--- src/ism_pkg.sv ---
// constants and carriers for the two-wire bus master sequencer
// assumes the peripheral register map sits on an 8-bit parallel port
package ism_pkg;

  // peripheral register addresses
  localparam logic [7:0] DEV_BUS_CONTROL = 8'h5F;
  localparam logic [7:0] DEV_STATUS_ONE = 8'h5E;
  localparam logic [7:0] DEV_STATUS_TWO = 8'h5D;
  localparam logic [7:0] DEV_CLOCK_DIVIDER = 8'h5C;
  localparam logic [7:0] DEV_DATA = 8'h59;

  // bus_control fields
  localparam int CR_PERIPHERAL_ENABLE = 5;
  localparam int CR_START_REQUEST = 3;
  localparam int CR_ACK_ENABLE = 2;
  localparam int CR_STOP_REQUEST = 1;
  localparam int CR_INTERRUPT_ENABLE = 0;

  // status_register_one fields
  localparam int SR1_EVENT = 7;
  localparam int SR1_BYTE_FINISHED = 3;
  localparam int SR1_MASTER_IDLE = 1;
  localparam int SR1_START_SENT = 0;

  // status_register_two fields
  localparam int SR2_ACK_FAILURE = 4;

  // clock_divider_register fields
  localparam int CCR_FAST_SELECT = 7;

  // own register map, byte offsets
  localparam logic [7:0] OFS_CONTROL = 8'h00;
  localparam logic [7:0] OFS_SLAVE = 8'h04;
  localparam logic [7:0] OFS_TX = 8'h08;
  localparam logic [7:0] OFS_RX = 8'h0C;
  localparam logic [7:0] OFS_STATUS = 8'h10;

  // control word fields
  localparam int CTL_GO = 0;
  localparam int CTL_READ = 1;
  localparam int CTL_FAST = 2;
  localparam int CTL_DIV_LSB = 8;
  localparam int CTL_LEN_LSB = 16;

  // status word fields
  localparam int STA_BUSY = 0;
  localparam int STA_DONE = 1;
  localparam int STA_NACK = 2;
  localparam int STA_TX_FULL = 3;
  localparam int STA_RX_VALID = 4;

  // read pipeline phases
  localparam logic [1:0] PH_ISSUE = 2'h0;
  localparam logic [1:0] PH_WAIT = 2'h1;
  localparam logic [1:0] PH_EVAL = 2'h2;

  typedef enum logic [4:0] {
    ST_IDLE = 5'h00,
    ST_EN1 = 5'h01,
    ST_EN2 = 5'h02,
    ST_SET_CCR = 5'h03,
    ST_SET_START = 5'h04,
    ST_POLL_SB = 5'h05,
    ST_WR_ADDR = 5'h06,
    ST_POLL_EV2 = 5'h07,
    ST_CHK_AF = 5'h08,
    ST_RE_SR1 = 5'h09,
    ST_WR_CR2 = 5'h0A,
    ST_TX_WR = 5'h0B,
    ST_TX_STOP = 5'h0C,
    ST_TX_POLL = 5'h0D,
    ST_RX_POLL = 5'h0E,
    ST_RX_CR = 5'h0F,
    ST_RX_RD = 5'h10,
    ST_POLL_IDLE = 5'h11,
    ST_FAIL_STOP = 5'h12
  } ism_state_e;

  // request toward the peripheral register port
  typedef struct packed {
    logic [7:0] addr;
    logic [7:0] wdata;
    logic wr;
    logic rd;
  } ism_dev_s;

  // whole state of the sequencer
  typedef struct packed {
    ism_state_e st;
    logic [1:0] ph;
    logic [7:0] cnt;
    logic in_addr;
    logic rx_dir;
    logic fast;
    logic [6:0] div;
    logic [7:0] len;
    logic [6:0] saddr;
    logic [7:0] tx_data;
    logic tx_full;
    logic [7:0] rx_data;
    logic rx_valid;
    logic busy;
    logic done;
    logic nack;
    ism_dev_s dev;
    logic pready;
    logic pslverr;
    logic [31:0] prdata;
  } ism_regs_s;

endpackage

--- src/ism_host.sv ---
// host sequencer driving the two-wire bus master peripheral by its registers
// assumes the peripheral answers a read one cycle after rd, same clock
// Function
// - read status one, then write address byte to data register
// - after address event read status one, then write bus_control
// - ninth clock carries acknowledge from receiver to transmitter
// - receive: read status one, then read data register per byte
// - set stop request before reading the final received byte
// - clear acknowledge enable just before reading second-last byte
// - transmit: read status one, then write next byte
// - set stop request after writing the final transmitted byte
// - missing acknowledge: failure flag, resume with start or stop (this host always writes stop)
// - enable by writing bus_control twice with peripheral enable set
//
// Register access over APB and the register offsets were chosen for this implementation.
`timescale 1ns/1ps

module ism_host (
  input wire logic pclk,
  input wire logic presetn,
  input wire logic psel,
  input wire logic penable,
  input wire logic pwrite,
  input wire logic [7:0] paddr,
  input wire logic [31:0] pwdata,
  output logic [31:0] prdata,
  output logic pready,
  output logic pslverr,
  output ism_pkg::ism_dev_s dev_req,
  input wire logic [7:0] dev_rdata
);

  ism_pkg::ism_regs_s s_reg;
  ism_pkg::ism_regs_s s_next;

  // states that read a peripheral register, and which one
  function automatic logic is_read_state(input ism_pkg::ism_state_e st);
    case (st)
      ism_pkg::ST_POLL_SB, ism_pkg::ST_POLL_EV2, ism_pkg::ST_CHK_AF,
      ism_pkg::ST_RE_SR1, ism_pkg::ST_TX_POLL, ism_pkg::ST_RX_POLL,
      ism_pkg::ST_RX_RD, ism_pkg::ST_POLL_IDLE: is_read_state = 1'b1;
      default: is_read_state = 1'b0;
    endcase
  endfunction

  function automatic logic [7:0] read_addr(input ism_pkg::ism_state_e st);
    case (st)
      ism_pkg::ST_CHK_AF: read_addr = ism_pkg::DEV_STATUS_TWO;
      ism_pkg::ST_RX_RD: read_addr = ism_pkg::DEV_DATA;
      default: read_addr = ism_pkg::DEV_STATUS_ONE;
    endcase
  endfunction

  // one-cycle write request toward the peripheral
  function automatic ism_pkg::ism_dev_s dev_write(input logic [7:0] a,
                                                  input logic [7:0] d);
    dev_write.addr = a;
    dev_write.wdata = d;
    dev_write.wr = 1'b1;
    dev_write.rd = 1'b0;
  endfunction

  function automatic logic is_mapped(input logic [7:0] a);
    is_mapped = (a == ism_pkg::OFS_CONTROL) || (a == ism_pkg::OFS_SLAVE) ||
                (a == ism_pkg::OFS_TX) || (a == ism_pkg::OFS_RX) ||
                (a == ism_pkg::OFS_STATUS);
  endfunction

  logic [7:0] cr_pe;
  logic [7:0] cr_ack;
  logic [7:0] cr_stop;
  logic [7:0] cr_start;
  logic [7:0] word_addr;
  logic apb_setup;
  logic apb_done;
  logic ev;
  logic [31:0] status_word;

  assign cr_pe = 8'h01 << ism_pkg::CR_PERIPHERAL_ENABLE;
  assign cr_ack = 8'h01 << ism_pkg::CR_ACK_ENABLE;
  assign cr_stop = 8'h01 << ism_pkg::CR_STOP_REQUEST;
  assign cr_start = 8'h01 << ism_pkg::CR_START_REQUEST;
  assign word_addr = {paddr[7:2], 2'h0};
  assign apb_setup = psel && !penable;
  assign apb_done = psel && penable && s_reg.pready;
  assign ev = dev_rdata[ism_pkg::SR1_EVENT];

  always_comb
  begin
    status_word = 32'h0000_0000;
    status_word[ism_pkg::STA_BUSY] = s_reg.busy;
    status_word[ism_pkg::STA_DONE] = s_reg.done;
    status_word[ism_pkg::STA_NACK] = s_reg.nack;
    status_word[ism_pkg::STA_TX_FULL] = s_reg.tx_full;
    status_word[ism_pkg::STA_RX_VALID] = s_reg.rx_valid;
  end

  always_comb
  begin
    s_next = s_reg;
    s_next.dev.wr = 1'b0;
    s_next.dev.rd = 1'b0;

    // register slave: answer at the cycle after setup
    s_next.pready = apb_setup;
    if (apb_setup)
    begin
      s_next.pslverr = !is_mapped(word_addr);
      s_next.prdata = 32'h0000_0000;
      case (word_addr)
        ism_pkg::OFS_CONTROL:
          s_next.prdata = {8'h00, s_reg.len, 1'b0, s_reg.div, 5'h00,
                           s_reg.fast, s_reg.rx_dir, 1'b0};
        ism_pkg::OFS_SLAVE: s_next.prdata = {25'h0000000, s_reg.saddr};
        ism_pkg::OFS_TX: s_next.prdata = {24'h000000, s_reg.tx_data};
        ism_pkg::OFS_RX: s_next.prdata = {24'h000000, s_reg.rx_data};
        ism_pkg::OFS_STATUS: s_next.prdata = status_word;
        default: s_next.prdata = 32'h0000_0000;
      endcase
    end
    if (apb_done && pwrite)
    begin
      case (word_addr)
        ism_pkg::OFS_CONTROL:
          if (!s_reg.busy)
          begin
            s_next.rx_dir = pwdata[ism_pkg::CTL_READ];
            s_next.fast = pwdata[ism_pkg::CTL_FAST];
            s_next.div = pwdata[ism_pkg::CTL_DIV_LSB +: 7];
            s_next.len = pwdata[ism_pkg::CTL_LEN_LSB +: 8];
            if (pwdata[ism_pkg::CTL_GO])
            begin
              s_next.busy = 1'b1;
              s_next.done = 1'b0;
              s_next.nack = 1'b0;
              s_next.cnt = (pwdata[ism_pkg::CTL_LEN_LSB +: 8] == 8'h00) ?
                           8'h01 : pwdata[ism_pkg::CTL_LEN_LSB +: 8];
              s_next.ph = ism_pkg::PH_ISSUE;
              s_next.st = ism_pkg::ST_EN1;
            end
          end
        ism_pkg::OFS_SLAVE:
          if (!s_reg.busy)
          begin
            s_next.saddr = pwdata[6:0];
          end
        ism_pkg::OFS_TX:
          if (!s_reg.tx_full)
          begin
            s_next.tx_data = pwdata[7:0];
            s_next.tx_full = 1'b1;
          end
        default:
        begin
        end
      endcase
    end
    if (apb_done && !pwrite && (word_addr == ism_pkg::OFS_RX))
    begin
      s_next.rx_valid = 1'b0;
    end

    // peripheral reads: issue, wait one cycle, then evaluate
    if (is_read_state(s_reg.st) && (s_reg.ph != ism_pkg::PH_EVAL))
    begin
      if (s_reg.ph == ism_pkg::PH_ISSUE)
      begin
        s_next.dev.addr = read_addr(s_reg.st);
        s_next.dev.rd = 1'b1;
        s_next.ph = ism_pkg::PH_WAIT;
      end
      else
      begin
        s_next.ph = ism_pkg::PH_EVAL;
      end
    end
    else
    begin
      s_next.ph = ism_pkg::PH_ISSUE;
      case (s_reg.st)
        ism_pkg::ST_IDLE:
        begin
        end
        // both writes set only enable; start follows after the divider write
        ism_pkg::ST_EN1:
        begin
          s_next.dev = dev_write(ism_pkg::DEV_BUS_CONTROL,
                                 cr_pe);
          s_next.st = ism_pkg::ST_EN2;
        end
        ism_pkg::ST_EN2:
        begin
          s_next.dev = dev_write(ism_pkg::DEV_BUS_CONTROL,
                                 cr_pe);
          s_next.st = ism_pkg::ST_SET_CCR;
        end
        ism_pkg::ST_SET_CCR:
        begin
          s_next.dev = dev_write(ism_pkg::DEV_CLOCK_DIVIDER,
                                 {s_reg.fast, s_reg.div});
          s_next.st = ism_pkg::ST_SET_START;
        end
        ism_pkg::ST_SET_START:
        begin
          s_next.dev = dev_write(ism_pkg::DEV_BUS_CONTROL,
                                 cr_pe | cr_start);
          s_next.st = ism_pkg::ST_POLL_SB;
        end
        ism_pkg::ST_POLL_SB:
          if (ev && dev_rdata[ism_pkg::SR1_START_SENT])
          begin
            s_next.st = ism_pkg::ST_WR_ADDR;
          end
        ism_pkg::ST_WR_ADDR:
        begin
          s_next.dev = dev_write(ism_pkg::DEV_DATA,
                                 {s_reg.saddr, s_reg.rx_dir});
          s_next.in_addr = 1'b1;
          s_next.st = ism_pkg::ST_POLL_EV2;
        end
        ism_pkg::ST_POLL_EV2:
          if (ev)
          begin
            s_next.st = ism_pkg::ST_CHK_AF;
          end
        // reading status two also clears the failure flag
        ism_pkg::ST_CHK_AF:
          if (dev_rdata[ism_pkg::SR2_ACK_FAILURE])
          begin
            s_next.st = ism_pkg::ST_FAIL_STOP;
          end
          else if (s_reg.in_addr)
          begin
            s_next.st = ism_pkg::ST_RE_SR1;
          end
          else
          begin
            s_next.st = ism_pkg::ST_TX_POLL;
          end
        ism_pkg::ST_RE_SR1:
          s_next.st = ism_pkg::ST_WR_CR2;
        ism_pkg::ST_WR_CR2:
        begin
          s_next.in_addr = 1'b0;
          s_next.dev = dev_write(ism_pkg::DEV_BUS_CONTROL, cr_pe |
            ((s_reg.rx_dir && (s_reg.cnt != 8'h01)) ?
             cr_ack : 8'h00));
          s_next.st = s_reg.rx_dir ? ism_pkg::ST_RX_POLL : ism_pkg::ST_TX_WR;
        end
        // clock stays held while waiting for software to supply a byte
        ism_pkg::ST_TX_WR:
          if (s_reg.tx_full)
          begin
            s_next.dev = dev_write(ism_pkg::DEV_DATA,
                                   s_reg.tx_data);
            s_next.tx_full = 1'b0;
            s_next.cnt = s_reg.cnt - 8'h01;
            s_next.st = (s_reg.cnt == 8'h01) ? ism_pkg::ST_TX_STOP :
                        ism_pkg::ST_TX_POLL;
          end
        ism_pkg::ST_TX_STOP:
        begin
          s_next.dev = dev_write(ism_pkg::DEV_BUS_CONTROL,
                                 cr_pe | cr_stop);
          s_next.st = ism_pkg::ST_POLL_IDLE;
        end
        ism_pkg::ST_TX_POLL:
          if (ev && dev_rdata[ism_pkg::SR1_BYTE_FINISHED])
          begin
            s_next.st = ism_pkg::ST_TX_WR;
          end
          else if (ev)
          begin
            s_next.st = ism_pkg::ST_CHK_AF;
          end
        // a full receive holder stalls the next byte on the bus
        ism_pkg::ST_RX_POLL:
          if (ev && dev_rdata[ism_pkg::SR1_BYTE_FINISHED] &&
              !s_reg.rx_valid)
          begin
            s_next.st = (s_reg.cnt <= 8'h02) ? ism_pkg::ST_RX_CR :
                        ism_pkg::ST_RX_RD;
          end
        ism_pkg::ST_RX_CR:
        begin
          s_next.dev = dev_write(ism_pkg::DEV_BUS_CONTROL,
            (s_reg.cnt == 8'h01) ? (cr_pe | cr_stop) :
            cr_pe);
          s_next.st = ism_pkg::ST_RX_RD;
        end
        ism_pkg::ST_RX_RD:
        begin
          s_next.rx_data = dev_rdata;
          s_next.rx_valid = 1'b1;
          s_next.cnt = s_reg.cnt - 8'h01;
          s_next.st = (s_reg.cnt == 8'h01) ? ism_pkg::ST_POLL_IDLE :
                      ism_pkg::ST_RX_POLL;
        end
        ism_pkg::ST_POLL_IDLE:
          if (!dev_rdata[ism_pkg::SR1_MASTER_IDLE])
          begin
            s_next.busy = 1'b0;
            s_next.done = 1'b1;
            s_next.st = ism_pkg::ST_IDLE;
          end
        ism_pkg::ST_FAIL_STOP:
        begin
          s_next.dev = dev_write(ism_pkg::DEV_BUS_CONTROL,
                                 cr_pe | cr_stop);
          s_next.nack = 1'b1;
          s_next.in_addr = 1'b0;
          s_next.st = ism_pkg::ST_POLL_IDLE;
        end
        default:
          s_next.st = ism_pkg::ST_IDLE;
      endcase
    end
  end

  always_ff @(posedge pclk or negedge presetn)
  begin
    if (!presetn)
    begin
      s_reg <= '0;
    end
    else
    begin
      s_reg <= s_next;
    end
  end

  assign prdata = s_reg.prdata;
  assign pready = s_reg.pready;
  assign pslverr = s_reg.pslverr;
  assign dev_req = s_reg.dev;

endmodule // ism_host

--- config.mk ---
export PLATFORM = sky130hd
export DESIGN_NAME = ism_host
export DESIGN_NICKNAME = d
export VERILOG_FILES = /design/src/ism_pkg.sv /design/src/ism_host.sv
export SDC_FILE = /design/constraint.sdc
export NUM_CORES = 1
export LEC_CHECK = 0
export BUFFER_PORTS_ARGS = -buffer_cell sky130_fd_sc_hd__buf_2
export CORE_MARGIN = 4
export CORE_UTILIZATION = 45
export CTS_BUF_LIST = sky130_fd_sc_hd__clkbuf_8
export DETAILED_ROUTE_END_ITERATION = 8
export PLACE_DENSITY = 0.77
export SKIP_LAST_GASP = 1
export SYNTH_ARGS = -nofsm -noshare
export SYNTH_HDL_FRONTEND = slang
export SYNTH_SLANG_ARGS = --single-unit
export TNS_END_PERCENT = 100
--- constraint.sdc ---
create_clock -name pclk -period 7.3 [get_ports pclk]
set_clock_uncertainty 0.15 [all_clocks]
set_input_delay 1.825 -clock pclk [delete_from_list [all_inputs] [get_ports pclk]]
set_output_delay 1.825 -clock pclk [all_outputs]
set_load 0.02 [all_outputs]
**Yosys cells after proc, flatten, opt, wreduce, memory -nomap -nowiden**

Memories as Yosys holds them, arrays and structs flattened.
Index checks and enable logic that the tools add are counted.
W data, S select, Z words.

- Register bits: 113
- Latch bits: 0
- RAM bits: 0
- ROM bits: 32
- Input port bits: 53
- Output and inout port bits: 52
- Word-level logic and storage cells: 143
- Memories kept: 1

Memory list:

| name | words | bits a word | read ports | clocked after memory_dff | write ports | line | text |
|---|---|---|---|---|---|---|---|
| (no name shown) | 32 | 1 | 1 | 0 | 0 | ism_host.sv:38 | `case (st)` |

- $add $sub $neg: 1
- Multiply operators: 0
- Div/mod/pow operators: 0
- Order comparisons: 1
- Equality and inequality tests: 28
- Shifts and indexed selects: 0
- Mux-type cells: 50
- Bitwise logic cells: 3
- Reductions and logical operators: 36

Operators by type and width:

| operator | number |
|---|---|
| $pmux W18 S8 | 1 |
| $pmux W24 S5 | 1 |
| $pmux W5 S18 | 1 |
| $mux W15 | 4 |
| $mux W5 | 10 |
| $eq A5 B4 Y1 const B | 8 |
| $mux W8 | 4 |
| $mux W3 | 7 |
| $eq A5 B3 Y1 const B | 4 |
| $mux W18 | 1 |
| $mux W9 | 2 |
| $logic_not A8 Y1 | 2 |
| $pmux W8 S2 | 1 |
| $eq A5 B5 Y1 const B | 3 |
| $reduce_and A3 Y1 | 5 |
| $mux W13 | 1 |
| $eq A6 B2 Y1 const B | 2 |
| $logic_and A1 B1 Y1 | 11 |
| $eq A5 B2 Y1 const B | 2 |
| $mux W1 | 10 |
| $mux W2 | 5 |
| $reduce_bool A9 Y1 | 1 |
| $eq A8 B1 Y1 const B | 1 |
| $le A8 B2 Y1 const B | 1 |
| other kinds (19) | 31 |

**Logic depth before layout (Yosys ltp)**

- Depth after elaboration: 10
- Gate-level depth with buffers: 11

**Worst setup path before layout**

OpenSTA, ideal clock, no wires.

- Kind: in2reg
- Start point: input port paddr[2]
- End point: register s_reg[83] in the netlist's numbering
- Setup time: 125 ps
- Arrival time: 3,351 ps
- Data required time: 7,025 ps
- Setup slack: 3,674 ps
- Cell stages on the path: 5
- Path through: or4_4 nor4_4 buf_6 buf_2 mux2_2

- Longest elaborated chain between the ends: 2

RTL lines:

| element | line | text |
|---|---|---|
| start, declared | ism_host.sv:24 | `input wire logic [7:0] paddr,` |
| $logic_not A8 Y1 | ism_host.sv:123 | `case (word_addr)` |
| $reduce_and A3 Y1 (no source line) | - |  |
| end signal, assigned | ism_host.sv:328 | `s_reg <= s_next;` |
| end, declared | ism_host.sv:33 | `ism_pkg::ism_regs_s s_reg;` |

Every way passes these cells.
A chain may end at the register's enable or synchronous reset.

**Worst setup path after layout**

- Start point: input port paddr[2]
- End point: register s_reg (netlist bit prdata[2])

- Longest elaborated chain between the ends: 2

RTL lines:

| element | line | text |
|---|---|---|
| $eq A6 B3 Y1 (tied with other cells) | ism_host.sv:110 | `case (word_addr)` |
| $pmux W24 S5 (*) | ism_host.sv:110 |  |

Mark *: on every way between the ends. The rest lies on a longest branch, timed or not.

==> results.yml <==
run_status:
  status: "complete, no violations"
logic_synthesis:
  synth_seq_area_share_pct: 44.7
  yosysWarnings: 0
  synthFlopType: "dfrtp_1"
  synth_area_mm2: 0.00554
  synth_edf_count: 0
  ys_seq_elements: 99
  avgSynthCellArea_um2: 9.93
  async_reset_ff_share_pct: 100
  netlist_instances: 558
  synth_cell_types: 67
power_and_ir_drop:
  switchingPower_mw: 0.556
  power.share.switching_pct: 37.3
  power_density_mw_per_mm2: 253
  pwr-share-comb_pct: 31.9
  peakVddDrop_v: 0.0000872
  intPower_mw: 0.935
  p_leak_nw: 2.90
  clkPwrFrac_pct: 25.8
  seqPwrFrac_pct: 42.3
global_route:
  grt_first_pass_wirelength_mm: 22.5
  antenna_found_initial: 1
  grt_max_degree: 64
  grt_pass1_vias: 4297
  grtUsageTotal_pct: 19.6
  overflow: 0
place:
  dp_hpwl_mm: 10.0
  numPortBuffers: 82
  gp_congestion: 0.935
  postPlaceCellArea_mm2: 0.00568
  pre_cts_slack_ns: 3.17
  dp_cells: 722
routing:
  routedWlPerCell_um: 18.9
  vias: 4410
  firstDrtPassIters: 8
  drc: 0
  routed_via_density: 5.98
  drt_iter0_drc: 524
  antenna_left: 0
  drt-total-wl_mm: 14.0
cells_and_area:
  num_antenna_cells: 0
  fillers: 1077
  drive_above_1_share_pct: 27.4
  multiInputGateArea_mm2: 0.00252
  finalNetCount: 646
  final_common_cell: "dfrtp_1"
  regArea_mm2: 0.00248
  largest_reg_flops: 61
  fin_area_mm2: 0.00589
  instances_no_fill: 738
  syn_to_final_growth_pct: 6.37
  final_cell_mix: "dfrtp_1, buf_2, nand2_1, mux2_2, nor2_1"
clocking:
  cts_tree: "built"
  clock_latency_ns: 0.38
  postCtsSetupBuffers: 0
  cts_max_level: 3
  post_cts_resized: 0
  numCtsBuffers: 9
  clock_sinks: 99
  clk_pin_slew_ns: 0.11
  cts_max_path_buffers: 2
  clockRootBuffer: "clkbuf_8"
  holdBufCountCts: 0
critical_path:
  critPathLaunchType: "primary input"
  cp_slowest_cell: "nor2_1"
  crit_fanout: 17
  worst-path-buf-inv: 1
  cp-end-kind: "flip-flop"
  path_class: "in2reg"
  cp.required_ns: 7.46
  slowest_delay_ns: 0.91
  crit_arrival_ns: 3.95
  critPathTopFamily: "simple AND/OR/NAND/NOR gates"
  worstPathCellList: "buf_2, or4_4, nor2_1, a222oi_1, a31oi_1"
die:
  num_io_pins: 105
  start_util_pct: 46.1
  dieArea_mm2: 0.0142
  row_count: 40
  die_x_um: 119
  fp.coreArea_mm2: 0.0120
  die_y_um: 119
sta:
  setup_viol: 0
  finalSetupTns_ns: 0
  post-route-period-util_pct: 52.0
  rsz0062_at_grt: "false"
  slew_violations: 0
  fmax_mhz: 263
  fin_crit_ns: 3.80
  fin_ws_ns: 3.50
  worst_pin_slew_ns: 1.25
  relSlewSlack_pct: 15.9
  hold_viol_final: 0
flow_run:
  maxCapViolCount: 0
hold_path:
  hold_path.class: "reg2reg"
[power groups by stage]
| stage | clock network (mW) | registers (mW) | logic, mW |
|---|---|---|---|
| floorplan | 0 | 0.622 | 0.390 |
| global placement | 0 | 0.638 | 0.464 |
| detailed placement | 0 | 0.640 | 0.467 |
| CTS | 0.394 | 0.629 | 0.470 |
| global route | 0.414 | 0.637 | 0.522 |
| finish | 0.385 | 0.630 | 0.476 |
[worst min-delay path, stage by stage (launching register included)]
cell	delay, ns
dfrtp_1	0.35
nand2_1	0.05
nand2_1	0.05
[cell type report]
cell class / count / share of cell area [%]
multi-input combinational: 376 / 42.8
sequential: 99 / 42.0
timing repair buffer: 85 / 7.39
tap: 147 / 3.12
clock buffer: 9 / 2.10
clock inverter: 7 / 1.57
inverter: 15 / 0.955
[metrics by stage]
stage               util (%)  total power [mW]  hold WS, ns
floorplan                  -              1.01        0.287
global placement        47.3              1.10        0.300
detailed placement      47.3              1.11        0.300
CTS                     49.1              1.49        0.325
global route            49.1              1.57        0.347
finish                  49.1              1.49        0.324
[synth_stat cells (all sizes together) (2+ instances only)]
master	instances	share of area (%)
a211oi	4	0.63
o31a	2	0.32
or2	4	0.45
dfrtp	99	45
a22oi	7	0.95
and3	6	0.68
nor3	9	0.81
o31ai	3	0.41
or3	5	0.56
mux2i	3	0.54
nor4b	2	0.32
a31oi	7	0.79
o211ai	3	0.41
buf	64	8.4
a222oi	12	2.2
clkbuf	14	0.99
a32oi	2	0.32
ha	7	1.6
nor4	5	0.95
nand2b	6	0.68
a221oi	2	0.32
a211o	2	0.32
mux2	47	9.6
a41oi	2	0.32
nand4	2	0.23
a32o	3	0.54
nor3b	2	0.56
a22o	9	1.4
inv	15	1.0
nand2	73	5.1
o21ai	20	1.8
nor2	31	2.3
a21oi	22	2.0
o32a	2	0.36
nand3	23	2.1
nor2b	8	0.90
a21o	8	1.1
and2	7	0.79
[path summary, 6_finish.rpt]
check | startpoint | end | slack, ns | cells past startpoint
hold / removal | prdata[22] | prdata[22] | 0.32 | 2
hold reg to reg | prdata[22] | prdata[22] | 0.32 | 2
min in group asynchronous | presetn | s_reg[89] | 1.25 | 1
setup reg to reg | s_reg[110] | dev_req[4] | 3.92 | 5
max in group asynchronous | presetn | prdata[8] | 4.59 | 2
setup / recovery | paddr[2] | prdata[2] | 3.50 | 5
[metal layers]
metal / part of all wire, % / global-route usage (%) / vias to the layer above / wire, µm
li1: - / - / 1998 / -
met1: 41 / 25.3 / 2128 / 5790
met2: 48 / 32.9 / 232 / 6760
met3: 6.8 / 3.75 / 50 / 950
met4: 3.2 / 7.02 / 2 / 446
met5: 0.050 / 0 / - / 7
[kinds of logic (layout without fill, tap and decap cells)]
logic type | count (synthesis) | in the layout | share of synthesized area [%]
AOI/OAI and AO/OA | 118 | 118 | 15.5
DFF | 99 | 99 | 44.7
buffers and inverters | 93 | 116 | 10.4
adders and majority gates | 7 | 7 | 1.58
muxes | 50 | 50 | 10.1
xor gates and xnor gates | 1 | 1 | 0.158
and+or+nand+nor | 189 | 189 | 17.4
other | 1 | 11 | 0.0677
Power figures use the tool's default switching activity.
